$ cat config.mk
export PLATFORM = sky130hd
export DESIGN_NAME = effective_memory_type_resolver
export DESIGN_NICKNAME = d
export VERILOG_FILES = /design/src/memtype_pkg.sv /design/src/effective_memory_type_resolver.sv
export VERILOG_INCLUDE_DIRS = /design/src
export SDC_FILE = /design/constraint.sdc
export NUM_CORES = 1
export LEC_CHECK = 0
export ABC_AREA = 1
export ABC_CLOCK_PERIOD_IN_PS = 1700
export BUFFER_PORTS_ARGS = -buffer_cell sky130_fd_sc_hd__buf_4
export CORE_MARGIN = 2
export CORE_UTILIZATION = 58
export DETAILED_ROUTE_END_ITERATION = 6
export GPL_TIMING_DRIVEN = 0
export PLACE_DENSITY = 0.86
export SLEW_MARGIN = 20
export SYNTH_ARGS = -nofsm -noshare
export SYNTH_HDL_FRONTEND = slang
export SYNTH_SLANG_ARGS = --single-unit
$ cat constraint.sdc
create_clock -name clk_sys -period 1.7 [get_ports clk_sys]
set_input_delay 0.17 -clock clk_sys [delete_from_list [all_inputs] [get_ports clk_sys]]
set_output_delay 0.17 -clock clk_sys [all_outputs]
set_load 0.01 [all_outputs]
$ cat src/memtype_map.svh
`ifndef MEMTYPE_MAP_SVH
`define MEMTYPE_MAP_SVH

// ----------------------------------------------------------------
// Register byte offsets on the Avalon slave
// ----------------------------------------------------------------
`define ADDR_W            5
`define OFS_CTRL          5'h00
`define OFS_MISC          5'h04
`define OFS_PTT_LO        5'h08
`define OFS_PTT_HI        5'h0C
`define OFS_STATUS        5'h10

// ----------------------------------------------------------------
// Field positions
// ----------------------------------------------------------------
`define CTRL_CD_BIT       0
`define CTRL_NW_BIT       1
`define CTRL_RANGE_EN_BIT 2
`define CTRL_CD_FORCE_BIT 3
`define MISC_L3_DIS_BIT   6
`define PTT_ENTRY_W       8
`define PTT_LO_ENTRIES    4
`define STAT_TYPE_LSB     0
`define STAT_LOOKUP_BIT   4
`define STAT_PAGE_UC_BIT  5
`define STAT_FILL_BIT     6
`define STAT_DUP_BIT      7
`define STAT_NORMAL_BIT   8
`define STAT_L3_BIT       9

// ----------------------------------------------------------------
// Reset values
// ----------------------------------------------------------------
`define CTRL_RESET        32'h00000003
`define MISC_RESET        32'h00000000
`define PTT_RESET         32'h06060606
`define STATUS_RESET      32'h00000000
`define ZERO_WORD         32'h00000000

`endif

$ cat src/memtype_pkg.sv
`default_nettype none
package memtype_pkg;

  // Memory type codes; codes 2 and 3 are unused and resolve as strongly uncached.
  typedef enum logic [2:0] {
    STRONG_UNCACHEABLE = 3'h0,
    WRITE_COMBINING    = 3'h1,
    WRITE_THROUGH      = 3'h4,
    WRITE_PROTECT      = 3'h5,
    WRITE_BACK         = 3'h6,
    WEAK_UNCACHEABLE   = 3'h7
  } mem_type_type;

  // One access presented for typing.
  typedef struct packed {
    logic       valid;
    logic [2:0] range_type;
    logic       table_select_bit;
    logic       page_cache_disable_bit;
    logic       page_write_through_bit;
    logic       is_write;
    logic       straddle;
    logic [2:0] second_index;
  } access_req_type;

  // Typing answer for the cache.
  typedef struct packed {
    logic         valid;
    mem_type_type eff_type;
    logic         lookup_required;
    logic         page_uc_lookup;
    logic         strict_order;
    logic         fill_allow;
    logic         l3_lookup;
    logic         l3_alloc;
    logic         dup_write;
  } access_res_type;

endpackage : memtype_pkg
`default_nettype wire

$ cat src/effective_memory_type_resolver.sv
// Added by the designer: the register addresses and the Avalon-MM interface to the registers.
`timescale 1ns/1ps
`default_nettype none
`include "memtype_map.svh"

// Notes on behaviour
// - Resolve types in every mode unless forced uncached.
// - Page type indexed by select, disable, through.
// - Range strong uncached: only combining escapes.
// - Range combining: table row as listed.
// - Range write-through: table row as listed.
// - Range write-back passes page, weak uncached as strong; protect row.
// - Range-sourced strong uncached needs no snoop.
// - Page-sourced strong uncached still looks up.
// - Straddling writes across types may duplicate.
// - No-fill mode keeps serving valid hits.
// - Disabled ranges type strong uncached; combining pages still escape.
// - Optional: disable flag alone forces uncached.
// - Third-level disable bit six, independent.
// - Third level ignores other controls when disabled.
module effective_memory_type_resolver (
  input  wire logic                        clk_sys,
  input  wire logic                        rst_b,
  input  wire logic [`ADDR_W-1:0]          avs_address,
  input  wire logic                        avs_read,
  input  wire logic                        avs_write,
  input  wire logic [31:0]                 avs_writedata,
  input  wire logic [3:0]                  avs_byteenable,
  output logic      [31:0]                 avs_readdata,
  output logic                             avs_waitrequest,
  input  wire memtype_pkg::access_req_type access_req,
  output memtype_pkg::access_res_type      access_res
);
  import memtype_pkg::*;

  // ----------------------------------------------------------------
  // Helper functions
  // ----------------------------------------------------------------

  // Unused codes are typed as strongly uncached, the safe reading.
  function automatic mem_type_type to_type(input logic [2:0] code);
    case (code)
      3'h1:    to_type = WRITE_COMBINING;
      3'h4:    to_type = WRITE_THROUGH;
      3'h5:    to_type = WRITE_PROTECT;
      3'h6:    to_type = WRITE_BACK;
      3'h7:    to_type = WEAK_UNCACHEABLE;
      default: to_type = STRONG_UNCACHEABLE;
    endcase
  endfunction : to_type

  // Picks one eight-bit table entry; low three bits carry the type.
  function automatic mem_type_type entry_of(input logic [31:0] lo,
                                            input logic [31:0] hi,
                                            input logic [2:0]  idx);
    logic [31:0] word;
    logic [1:0]  lane;
    word = idx[2] ? hi : lo;
    lane = idx[1:0];
    entry_of = to_type(word[lane*`PTT_ENTRY_W +: 3]);
  endfunction : entry_of

  // Range type by page type merge.
  function automatic mem_type_type resolve(input mem_type_type rng,
                                           input mem_type_type pg);
    resolve = STRONG_UNCACHEABLE;
    case (rng)
      STRONG_UNCACHEABLE: begin
        resolve = (pg == WRITE_COMBINING) ? WRITE_COMBINING : STRONG_UNCACHEABLE;
      end
      WRITE_COMBINING: begin
        if (pg == WEAK_UNCACHEABLE || pg == WRITE_COMBINING || pg == WRITE_BACK) begin
          resolve = WRITE_COMBINING;
        end else begin
          resolve = STRONG_UNCACHEABLE;
        end
      end
      WRITE_THROUGH: begin
        case (pg)
          WRITE_COMBINING: resolve = WRITE_COMBINING;
          WRITE_THROUGH:   resolve = WRITE_THROUGH;
          WRITE_BACK:      resolve = WRITE_THROUGH;
          default:         resolve = STRONG_UNCACHEABLE;
        endcase
      end
      WRITE_BACK: begin
        resolve = (pg == WEAK_UNCACHEABLE) ? STRONG_UNCACHEABLE : pg;
      end
      WRITE_PROTECT: begin
        case (pg)
          STRONG_UNCACHEABLE: resolve = STRONG_UNCACHEABLE;
          WRITE_COMBINING:    resolve = WRITE_COMBINING;
          WRITE_THROUGH:      resolve = WRITE_THROUGH;
          WEAK_UNCACHEABLE:   resolve = WRITE_COMBINING;
          default:            resolve = WRITE_PROTECT;
        endcase
      end
      default: resolve = STRONG_UNCACHEABLE;
    endcase
  endfunction : resolve

  // Byte-lane merge of a bus write.
  function automatic logic [31:0] merge(input logic [31:0] old_w,
                                        input logic [31:0] new_w,
                                        input logic [3:0]  be);
    merge = old_w;
    for (int i = 0; i < 4; i++) begin
      if (be[i]) begin
        merge[i*8 +: 8] = new_w[i*8 +: 8];
      end
    end
  endfunction : merge

  // Only these three types may allocate lines; combining and both
  // uncached kinds always bypass fills.
  function automatic logic cacheable(input mem_type_type t);
    cacheable = (t == WRITE_THROUGH) || (t == WRITE_PROTECT) || (t == WRITE_BACK);
  endfunction : cacheable

  // ----------------------------------------------------------------
  // Registers
  // ----------------------------------------------------------------
  // Software-visible state first, then the combinational typing nets that
  // feed the registered answer and the status word.
  logic [31:0]    ctrl_reg;
  logic [31:0]    misc_reg;
  logic [31:0]    ptt_lo_reg;
  logic [31:0]    ptt_hi_reg;
  logic [31:0]    status_reg;
  logic [31:0]    status_next;
  logic [31:0]    rdata_next;
  logic           wait_reg;
  logic           wr_take;
  logic           normal_mode;
  logic           range_en;
  logic           cd_force;
  logic           l3_dis;
  mem_type_type   range_t;
  mem_type_type   page_t;
  mem_type_type   page2_t;
  mem_type_type   merged_t;
  mem_type_type   merged2_t;
  mem_type_type   eff_next;
  logic           range_uc;
  logic           lookup_next;
  logic           page_uc_next;
  logic           fill_next;
  logic           dup_next;
  access_res_type res_next;

  // Write lands only at the edge where waitrequest is seen low.
  assign wr_take = avs_write && !wait_reg;

  // ----------------------------------------------------------------
  // Avalon handshake
  // ----------------------------------------------------------------

  // Every access waits exactly one cycle, so the answer is fixed.
  // Waitrequest idles high; this costs a cycle per access but lets read
  // data leave a flop without a second decode stage.
  always_ff @(posedge clk_sys) begin
    if (!rst_b) begin
      wait_reg <= 1'b1;
    end else if ((avs_read || avs_write) && wait_reg) begin
      wait_reg <= 1'b0;
    end else begin
      wait_reg <= 1'b1;
    end
  end

  // Read data is captured while waiting and stands in the answer cycle.
  always_comb begin
    case (avs_address)
      `OFS_CTRL:   rdata_next = ctrl_reg;
      `OFS_MISC:   rdata_next = misc_reg;
      `OFS_PTT_LO: rdata_next = ptt_lo_reg;
      `OFS_PTT_HI: rdata_next = ptt_hi_reg;
      `OFS_STATUS: rdata_next = status_reg;
      default:     rdata_next = `ZERO_WORD;
    endcase
  end

  // Read data is only loaded on the edge that sees a read with waitrequest high, so it holds between reads
  // and a master that samples late still sees the same word.
  always_ff @(posedge clk_sys) begin
    if (!rst_b) begin
      avs_readdata <= `ZERO_WORD;
    end else if (avs_read && wait_reg) begin
      avs_readdata <= rdata_next;
    end
  end

  // ----------------------------------------------------------------
  // Control and table registers
  // ----------------------------------------------------------------

  // Unmapped and status writes are dropped without error.
  always_ff @(posedge clk_sys) begin
    if (!rst_b) begin
      ctrl_reg   <= `CTRL_RESET;
      misc_reg   <= `MISC_RESET;
      ptt_lo_reg <= `PTT_RESET;
      ptt_hi_reg <= `PTT_RESET;
    end else if (wr_take) begin
      case (avs_address)
        `OFS_CTRL:   ctrl_reg   <= merge(ctrl_reg, avs_writedata, avs_byteenable);
        `OFS_MISC:   misc_reg   <= merge(misc_reg, avs_writedata, avs_byteenable);
        `OFS_PTT_LO: ptt_lo_reg <= merge(ptt_lo_reg, avs_writedata, avs_byteenable);
        `OFS_PTT_HI: ptt_hi_reg <= merge(ptt_hi_reg, avs_writedata, avs_byteenable);
        default:     ctrl_reg   <= ctrl_reg;
      endcase
    end
  end

  // Mode bits are read straight from the registers, so a new setting types
  // the very next access after the write lands.
  assign range_en = ctrl_reg[`CTRL_RANGE_EN_BIT];
  assign cd_force = ctrl_reg[`CTRL_CD_FORCE_BIT];
  assign l3_dis   = misc_reg[`MISC_L3_DIS_BIT];

  assign normal_mode = !ctrl_reg[`CTRL_CD_BIT] && !ctrl_reg[`CTRL_NW_BIT];

  // ----------------------------------------------------------------
  // Type resolution
  // ----------------------------------------------------------------

  // disabled ranges give all memory a strongly uncached range type
  assign range_t = range_en ? to_type(access_req.range_type) : STRONG_UNCACHEABLE;

  // three page bits index the table
  assign page_t  = entry_of(ptt_lo_reg, ptt_hi_reg,
                            {access_req.table_select_bit,
                             access_req.page_cache_disable_bit,
                             access_req.page_write_through_bit});
  assign page2_t = entry_of(ptt_lo_reg, ptt_hi_reg, access_req.second_index);

  // The second page is merged with the same range type, since a straddle
  // is assumed to stay within one physical range.
  assign merged_t  = resolve(range_t, page_t);
  assign merged2_t = resolve(range_t, page2_t);
  assign range_uc  = (range_t == STRONG_UNCACHEABLE) && (merged_t == STRONG_UNCACHEABLE);

  // Outside normal caching the table still types accesses unless the
  // forcing option is set; fills stop either way.
  always_comb begin
    eff_next     = merged_t;
    lookup_next  = 1'b1;
    page_uc_next = 1'b0;
    fill_next    = 1'b0;
    if (normal_mode) begin
      lookup_next  = !range_uc;
      page_uc_next = (merged_t == STRONG_UNCACHEABLE) && !range_uc;
      fill_next    = cacheable(merged_t);
    end else if (cd_force) begin
      eff_next     = STRONG_UNCACHEABLE;
      page_uc_next = 1'b1;
    end else if (merged_t == STRONG_UNCACHEABLE) begin
      page_uc_next = !range_uc;
    end
    // lookup stays on in no-fill mode
    if (!normal_mode) begin
      lookup_next = 1'b1;
    end
  end

  // Outside normal caching no split by type is reported, since every
  // access then behaves alike towards memory.
  // straddling write over differing types
  assign dup_next = access_req.is_write && access_req.straddle && normal_mode &&
                    (merged2_t != merged_t);

  // third level follows its own disable bit
  // disabled third level ignores other controls
  // The third-level gates sit last so that no lower-level control can
  // reopen a disabled third level.
  always_comb begin
    res_next                 = '0;
    res_next.valid           = access_req.valid;
    res_next.eff_type        = eff_next;
    res_next.lookup_required = lookup_next;
    res_next.page_uc_lookup  = page_uc_next;
    res_next.strict_order    = (eff_next == STRONG_UNCACHEABLE);
    res_next.fill_allow      = fill_next;
    res_next.l3_lookup       = !l3_dis && lookup_next;
    res_next.l3_alloc        = !l3_dis && fill_next;
    res_next.dup_write       = dup_next;
  end

  // ----------------------------------------------------------------
  // Registered answer and status
  // ----------------------------------------------------------------

  // The answer is one cycle behind the request so it leaves a flop.
  // Fields are computed even for idle cycles; only valid qualifies them.
  always_ff @(posedge clk_sys) begin
    if (!rst_b) begin
      access_res <= '0;
    end else begin
      access_res <= res_next;
    end
  end

  // Status shows the most recent valid access and the live mode.
  always_comb begin
    status_next = status_reg;
    if (access_req.valid) begin
      status_next[`STAT_TYPE_LSB +: 3] = eff_next;
      status_next[`STAT_LOOKUP_BIT]    = lookup_next;
      status_next[`STAT_PAGE_UC_BIT]   = page_uc_next;
      status_next[`STAT_FILL_BIT]      = fill_next;
      status_next[`STAT_DUP_BIT]       = dup_next;
    end
    status_next[`STAT_NORMAL_BIT] = normal_mode;
    status_next[`STAT_L3_BIT]     = !l3_dis;
  end

  // Status is rewritten every cycle so the live mode bits never go stale.
  always_ff @(posedge clk_sys) begin
    if (!rst_b) begin
      status_reg <= `STATUS_RESET;
    end else begin
      status_reg <= status_next;
    end
  end

  // Waitrequest is the handshake flop itself, with no logic after it.
  assign avs_waitrequest = wait_reg;

endmodule : effective_memory_type_resolver

`default_nettype wire

==> Word level (Yosys, flattened, before mapping) <==
Index checks and enable logic that the tools add are counted.
{ "totals": {"input_bits": 57, "reg_bits": 181} }
{ "classes": {"n_reduce_logical": 49, "muxes": 27, "eq_ne": 35, "n_shift": 2} }
{ "op_table": {"columns": ["op", "n"], "rows": [
  ["32-bit one-hot mux with 5 select lines", 1],
  ["3-bit one-hot mux with 5 select lines", 5],
  ["3-bit equality test, second input constant", 24],
  ["32-bit 2-to-1 mux", 2],
  ["32-bit by 6-bit variable part select with 3-bit output", 2],
  ["3-bit AND reduction", 16],
  ["3-bit by 1-bit equality test with 1-bit output, second input constant", 6],
  ["3-bit one-hot mux with 3 select lines", 2],
  ["3-bit zero test", 5],
  ["3-bit 2-to-1 mux", 5],
  ["3-bit one-hot mux with 2 select lines", 2],
  ["1-bit logical AND", 11],
  ["5-bit by 4-bit equality test with 1-bit output, second input constant", 2],
  ["1-bit 2-to-1 mux", 10],
  ["2-bit OR reduction", 4],
  ["1-bit logical OR", 7],
  ["5-bit by 3-bit equality test with 1-bit output, second input constant", 1],
  ["5-bit equality test, second input constant", 1],
  ["1-bit zero test", 5],
  ["5-bit zero test", 1],
  ["3-bit != test", 1]
]} }

==> Depth between registers and ports, before layout <==
Gate-level depths: netlist of run 1.
{ "depth": {"ltp_word": 15, "ltp_mapped": 18, "mapped_depth_nobuf": 17} }

==> Least setup slack after synthesis of run 1 <==
No wires, ideal clock.
{ "synth_timing": {"path_kind": "register to register", "from": "register ctrl_reg[2]", "to": "register status_reg[5]", "synth_period_minus_slack_ns": 1.570, "stages_incl_launch_ff": 18, "slack_ns": 0.130, "setup_ns": 0.113, "required_time_ns": 1.587, "arrival_ns": 1.457, "path_buffers": 0, "path_cell_list": "dfxtp_1 nand2_1 nor2_2 inv_2 nor2_4 inv_2 o21ai_2 inv_1 nand2_1 nand2_2 nand2_2 nand2_2 nand2_2 nand2_1 nand2_2 nand2_2 o211ai_2 inv_2"} }
{ "synth_via": {"elab_chain_cells": 9, "word_cells_on_any_way": 14} }
{ "synth_lines": {"columns": ["item", "line", "rtl"], "rows": [
  ["start, declared", "effective_memory_type_resolver.sv:125", "logic [31:0] ctrl_reg;"],
  ["start signal, assigned", "effective_memory_type_resolver.sv:200", "ctrl_reg <= `CTRL_RESET;"],
  ["start signal, assigned", "effective_memory_type_resolver.sv:206", "`OFS_CTRL: ctrl_reg <= merge(ctrl_reg, avs_writedata, avs_byteenable);"],
  ["start signal, assigned", "effective_memory_type_resolver.sv:210", "default: ctrl_reg <= ctrl_reg;"],
  ["3-bit 2-to-1 mux *", "effective_memory_type_resolver.sv:228", "assign range_t = range_en ? to_type(access_req.range_type) : STRONG_UNCACHEABLE;"],
  ["3-bit equality test, or another cell as far along", "effective_memory_type_resolver.sv:67", "case (rng)"],
  ["3-bit one-hot mux with 5 select lines", "effective_memory_type_resolver.sv:67", null],
  ["3-bit zero test", "effective_memory_type_resolver.sv:241, effective_memory_type_resolver.sv:252, effective_memory_type_resolver.sv:257", null],
  ["1-bit logical AND", "effective_memory_type_resolver.sv:241", "assign range_uc = (range_t == STRONG_UNCACHEABLE) && (merged_t == STRONG_UNCACHEABLE);"],
  ["1-bit zero test", "effective_memory_type_resolver.sv:252, effective_memory_type_resolver.sv:258", null],
  ["1-bit 2-to-1 mux", "effective_memory_type_resolver.sv:257", "end else if (merged_t == STRONG_UNCACHEABLE) begin"],
  ["1-bit 2-to-1 mux", "effective_memory_type_resolver.sv:254", "end else if (cd_force) begin"],
  ["1-bit 2-to-1 mux *", "effective_memory_type_resolver.sv:250", "if (normal_mode) begin"],
  ["end signal, assigned", "effective_memory_type_resolver.sv:320", "status_reg <= `STATUS_RESET;"],
  ["end signal, assigned", "effective_memory_type_resolver.sv:322", "status_reg <= status_next;"],
  ["end, declared", "effective_memory_type_resolver.sv:129", "logic [31:0] status_reg;"]
]} }
Mark *: on every way between the ends. The rest lies on a longest branch, timed or not.
A chain may end at the register's enable or synchronous reset.

==> Worst setup path after layout of run 1 <==
{ "layout_timing": {"from": "register ptt_hi_reg[10]", "to": "register access_res[0] (netlist bit)"} }
{ "layout_via": {"elab_chain_cells": 11, "word_cells_on_any_way": 48} }
{ "layout_lines": {"columns": ["item", "line", "rtl"], "rows": [
  ["start, declared", "effective_memory_type_resolver.sv:128", "logic [31:0] ptt_hi_reg;"],
  ["start signal, assigned", "effective_memory_type_resolver.sv:203", "ptt_hi_reg <= `PTT_RESET;"],
  ["start signal, assigned", "effective_memory_type_resolver.sv:209", "`OFS_PTT_HI: ptt_hi_reg <= merge(ptt_hi_reg, avs_writedata, avs_byteenable);"],
  ["branches (longest 9 deep; another with 32-bit 2-to-1 mux)", null, null],
  ["3-bit != test *", "effective_memory_type_resolver.sv:270", "(merged2_t != merged_t);"],
  ["1-bit logical AND *", "effective_memory_type_resolver.sv:269", "assign dup_next = access_req.is_write && access_req.straddle && normal_mode &&"],
  ["end signal, assigned", "effective_memory_type_resolver.sv:299", "access_res <= res_next;"],
  ["end, declared", "effective_memory_type_resolver.sv:32", "output memtype_pkg::access_res_type access_res"]
]} }
Every way passes the cells marked *.

==> metrics.txt, run 1 <==
status finished with violations; failing checks DRC, hold timing, setup timing; Routed Wire Length between 20 and 30 mm; post-DP HPWL about 18 mm; initial antenna violation count 0; crit path cell chain nand2_1, nand3_1, nand3_1, nand2_2, inv_1, nor2_1, nand2_1, nand2_2, nand2_2, nor2_2, nand2_1, nand2_2, nor2_1; worst-path cell with the longest stage delay dfxtp_1; RD Place Congestion 1.02; Worst Setup End Kind register; FILL cells about 1000; final hold violation count 4; Post-Syn Area approximately 7900 sq um; WL/cell about 18 um; final hold slack -0.00560 ns; fmax between 500 and 600 MHz; sw frac 23.7%; Net Count, Synth approximately 1200; CP most frequent cell nand2_2; commonest non-fill, non-tap cells in the layout nand2_1, nor2_1, dfxtp_1, o21ai_0, buf_4; Final ANT Viol Nets 0; Die Y 120 um; NetSw 2.20 mW; Inserted Diodes 0; final setup violation count 2; clock power share between 40% and 50%; most common cell after layout, fill and taps aside nand2_1; Worst-Skew Late Latency ~0.44 ns; fin area roughly 10000 sq um; Seq pwr share about 46%; fin util 75.5%; Comb pwr share under 10%; CTS tree yes; Num CTS Buffers 17; Clock Path Buffers 2; FP Rows 42; FF+latch count, synth about 180; DRC 2; Avg Cell Area, Syn a little under 7 sq um; Seq. cell area ~3600 sq um; routed vias ~8500; DP Cell Count around 1400; total track usage a little over a third; Iteration-0 DRC Markers approximately 930; CTS sink cnt 181; unrepaired setup endpoints after global routing true; largest net degree at the start of global routing 17; die area about 15000 sq um; Final min period around 1.7 ns; Final Net Count 1348; first-pass GRT wire length around 40 mm; crit start category register; CTS H-tree depth 4; worst-case vdd ir drop around 0.0013 V; maximum net fanout on the critical path 4; critical path arrival 2.04 ns; pre-CTS setup slack -0.423 ns; Via density between 5 and 6; worst hold path class input pin to register; core box area ~13000 sq um; Setup WS post-layout -0.0309 ns; area of the multi-input gates between 3000 and 4000 sq um; fin crit share 102%; grt total ovfl 0; crit-path max cell delay approximately 0.40 ns; Top Ports 101; final non-filler cell total 1480; setup_tns -0.0559 ns; max-cap violation count 0; Die Width roughly 120 um; vias in the first global route 7902; Seq/Total Area, Yosys 46.1%; CTS Root Cell clkbuf_16; library cells used by synthesis 32; critical path class register to register; Slew Limit Fails 0; synthesis-to-layout area growth 27.0%; TritonRoute pass-1 iters 7; port bufs 99; Slew headroom a little over half; total power 9.25 mW; worst slew pin tran between 0.7 and 0.8 ns; Initial Util roughly three fifths; placed cell area between 8000 and 9000 sq um; Worst-path clk slew 0.07 ns; Static Leakage ~4.4 nW; cells after synthesis approximately 1100; skew final ~0.0073 ns; Power Internal 7.06 mW; synth warn 0; CP required 2.01 ns; layout cell share with drive strength beyond 1 around 20%; PD cells approximately 930 nW/um^2
-- Yosys cell counts, drive strengths merged --
master / instances / area share, %
clkbuf: 25 / 1.2
a221oi: 3 / 0.33
o211ai: 14 / 1.5
and2: 1 / 0.080
nand3: 44 / 2.8
clkinv: 3 / 0.14
a22o: 1 / 0.11
a21oi: 56 / 3.6
dfxtp: 181 / 46
nand2: 316 / 15
nor2: 241 / 13
inv: 69 / 3.3
buf: 17 / 1.3
nor3: 6 / 0.65
a211o: 3 / 0.33
o21ai: 134 / 8.6
nand4: 19 / 1.5
o2111ai: 5 / 0.56
-- layout make-up --
type                            count  share of cell area [%]
Clock buffer                       21                    4.61
Clock inverter                     11                    1.73
Buffer                             42                    2.13
Sequential cell                   181                    36.4
Timing Repair Buffer              134                    10.7
Tap cell                          176                    2.20
Multi-Input combinational cell    843                    39.5
Inverter                           72                    2.75
-- power by group through the flow --
| stage | registers [mW] | logic (mW) | clock network (mW) |
|---|---|---|---|
| floorplan | 4.38 | 0.274 | 0 |
| global placement | 4.38 | 0.581 | 0 |
| detailed placement | 4.38 | 0.589 | 0 |
| CTS | 4.28 | 0.645 | 4.21 |
| global route | 4.28 | 0.729 | 4.42 |
| finish | 4.28 | 0.688 | 4.28 |
-- critical path, delay by kind of cell (launching register included) --
kind / cells / cell delay [ns]
buffers and inverters: 1 / 0.06
and+or+nand+nor: 12 / 1.12
DFF: 1 / 0.40
-- cells by family after synthesis --
group                  synth area share [%]
AO/OA/AOI/OAI                          15.0
AND/OR/NAND/NOR                        33.0
buffers and inverters                  5.90
flip-flops                             46.1
-- metal layers --
metal	GRT usage (%)	wire length (um)	vias up
met5	0	0	-
met4	17.1	1070	0
met3	6.75	2900	91
met2	59.2	12400	541
met1	46.9	10200	3870
li1	-	-	4000
-- worst paths after layout --
check                                       start          endpoint  slack (ns)  depth (start not counted)
worst max-delay path               ptt_hi_reg[10]     access_res[0]       -0.03                         13
worst min-delay path            avs_writedata[24]      misc_reg[24]      -0.006                          3
worst max register to register     ptt_hi_reg[10]     access_res[0]       -0.03                         13
worst min register to register   avs_readdata[30]  avs_readdata[30]        0.47                          2
-- timing repair --
item / CTS / global route
cloned: 0 / 0
hold buffers: 25 / 0
setup buffers: 2 / 8
resized for setup: 25 / 49
endpoints found under the setup margin: 127 / 144
hold endpoints to repair: 44 / 0
pin swaps: 2 / 21
Power figures use the tool's default switching activity.
==> inputs of run 2 (changes only) <==
--- a/config.mk
+++ b/config.mk
@@ -8,12 +8,13 @@
 export LEC_CHECK = 0
 export ABC_AREA = 1
 export ABC_CLOCK_PERIOD_IN_PS = 1700
-export BUFFER_PORTS_ARGS = -buffer_cell sky130_fd_sc_hd__buf_4
 export CORE_MARGIN = 2
-export CORE_UTILIZATION = 58
+export CORE_UTILIZATION = 60
 export DETAILED_ROUTE_END_ITERATION = 6
+export DONT_BUFFER_PORTS = 1
 export GPL_TIMING_DRIVEN = 0
-export PLACE_DENSITY = 0.86
+export PLACE_DENSITY = 0.82
+export SKIP_LAST_GASP = 1
 export SLEW_MARGIN = 20
 export SYNTH_ARGS = -nofsm -noshare
 export SYNTH_HDL_FRONTEND = slang
==> metrics.txt, run 2 (synthesis results as in run 1) <==
status finished with violations; failing checks hold timing, setup timing; critical path arrival 2.13 ns (+0.09 ns); RD Place Congestion 0.939 (-8.2%); CTS Root Cell clkbuf_16; Seq. cell area 3640 sq um (about the same); routed vias 8070 (-5.1%); Static Leakage 3.94 nW (-10%); initial antenna violation count 0 (unchanged); Critical Path Source avs_waitrequest; Routed Wire Length 25.4 mm (-4.4%); Final Net Count 1269 (-5.9%); synthesis-to-layout area growth 19.2%; pre-CTS setup slack -0.345 ns (+0.0781 ns); Critical Path Stages 6 (-7); final setup violation count 6 (+4); fin crit share 103% (+0.89 points); Inserted Diodes 0 (unchanged); Seq pwr share 47.8% (+1.5 points); Worst-path clk slew 0.07 ns (about the same); PD cells 958 nW/um^2 (+3.4%); skew final 0.00510 ns (-0.00223 ns); FILL cells 1055 (+4.7%); Worst Setup End Kind register; clock power share 46.1% (-0.2 points); maximum net fanout on the critical path 8 (+4); worst hold path class input pin to register; Die Width 119 um (-1.6%); vias in the first global route 7673 (-2.9%); CP bufs+invs 2 (+1); max-cap violation count 0 (unchanged); WL/cell 18.2 um (+1.4%); grt total ovfl 0 (unchanged); CTS tree yes; sw frac 23.5% (-0.25 points); Iteration-0 DRC Markers 848 (-8.3%); first-pass GRT wire length 39.7 mm (-2.1%); Slew Limit Fails 0 (unchanged); Via density 5.78 (+0.63%); Setup WS post-layout -0.0459 ns (-0.0150 ns); Worst R2R End ptt_lo_reg[8]; CP most frequent cell nor2_4; Comb pwr share 6.2% (-1.2 points); layout cell share with drive strength beyond 1 14.0% (-5.7 points); crit-path max cell delay 0.38 ns (-0.02 ns); R2R Setup Slk -0.05 ns (-0.02 ns); Num CTS Buffers 17 (unchanged); crit path cell chain nor2_4, nand2_2, nor2_4, clkinvlp_4, buf_4, a21oi_1; DRC 0 (-2); reg2reg start avs_waitrequest; crit start category register; commonest non-fill, non-tap cells in the layout nand2_1, nor2_1, dfxtp_1, o21ai_0, a21oi_1; Slew headroom 48.0% (-5.2 points); Worst-Skew Late Latency 0.45 ns (about the same); total track usage 36.3% (-0.15 points); port bufs 0 (-100%); CP required 2.08 ns (+0.07 ns); Top Ports 101 (unchanged); most common cell after layout, fill and taps aside nand2_1; NetSw 2.11 mW (-4.0%); Top delay family on crit path simple AND/OR/NAND/NOR gates; area of the multi-input gates 3940 sq um (-0.22%); CTS sink cnt 181 (unchanged); Die Y 119 um (-1.6%); core box area 12700 sq um (-3.9%); crit path to ptt_lo_reg[8]; Initial Util 61.8% (+2.4 points); post-DP HPWL 17.1 mm (-4.0%); Final min period 1.75 ns (+0.0150 ns); Final ANT Viol Nets 0 (unchanged); critical path class register to register; die area 14000 sq um (-3.2%); worst-path cell with the longest stage delay dfxtp_1; TritonRoute pass-1 iters 6 (-1); worst slew pin tran 0.780 ns (+0.0785 ns); final hold violation count 1 (-3); worst-case vdd ir drop 0.000731 V (-42%); fmax 573 MHz (-0.86%); largest net degree at the start of global routing 17 (unchanged); final hold slack -0.000436 ns (+0.00516 ns); R2R cell count 6 (-7); CTS H-tree depth 4 (unchanged); unrepaired setup endpoints after global routing true; Clock Path Buffers 2 (unchanged); FP Rows 41 (-2.4%); total power 8.98 mW (-3.0%); Power Internal 6.87 mW (-2.6%)
run 2: changes by cell type in the layout (fill, tap and decap cells not counted), sizes merged:
cell,change
clkbuf,-1
buf,-84
clkinvlp,-1
bufinv,-1
dlygate4sd3,+10
inv,-2
clkinv,-1
run 2: worst min-delay path: cells and delay by family:
kind	cells	cell delay [ns]
and+or+nand+nor	4	0.23
run 2: final cells by class:
type	instances	area share, %
plain buffers	42	2.11
clock buffers	25	5.18
clock inverters	6	1.24
inverters	72	3.04
multi-input cells	843	42.0
flip-flops and latches	181	38.8
well taps	172	2.29
repair buffers	55	5.34
run 2: worst min-delay path by stage:
| stage | cells past startpoint | slack [ns] | to | from |
|---|---|---|---|---|
| finish | 4 | -0.0004 | access_res[0] | access_req[3] |
| global route | 4 | 0.03 | access_res[0] | access_req[3] |
| CTS | 4 | 0.006 | status_reg[7] | access_req[3] |
| detailed placement | 1 | 0.30 | avs_waitrequest | avs_write |
| global placement | 1 | 0.29 | avs_waitrequest | avs_write |
| floorplan | 1 | 0.29 | avs_waitrequest | avs_write |
run 2: what timing repair did:
action	in CTS	in global routing
gates resized for setup	24	49
hold buffers	35	0
endpoints found under the setup margin	133	65
setup buffers	1	19
hold endpoints to repair	134	0
pin swaps	1	24
run 2: layer usage:
| metal | vias to the layer above | GRT usage [%] | share of wire, % |
|---|---|---|---|
| met1 | 3686 | 44.4 | 39 |
| met2 | 456 | 58.7 | 47 |
| li1 | 3833 | - | - |
| met4 | 0 | 18.0 | 4.4 |
| met5 | - | 0 | 0 |
| met3 | 95 | 9.99 | 10 |
run 2: power by group through the flow:
stage	Sequential, mW	Combinational (mW)	Clock (mW)
2_1_floorplan	4.38	0.274	0
3_3_place_gp	4.39	0.396	0
6_report	4.29	0.553	4.14
4_1_cts	4.29	0.514	4.10
5_1_grt	4.29	0.592	4.29
3_5_place_dp	4.39	0.402	0
run 2: stage by stage:
stage	TNS [ns]	utilization [%]	std cells	instance area, sq um	hold slack [ns]
2_1_floorplan	0	-	1138	7870	0.286
3_3_place_gp	-24.48	63.5	1310	8080	0.289
3_5_place_dp	-30.00	63.5	1310	8080	0.296
4_1_cts	-0.251	71.7	1377	9130	0.00644
5_1_grt	-2.85	73.7	1396	9380	0.0263
6_report	-0.104	73.7	1396	9380	-0.000436
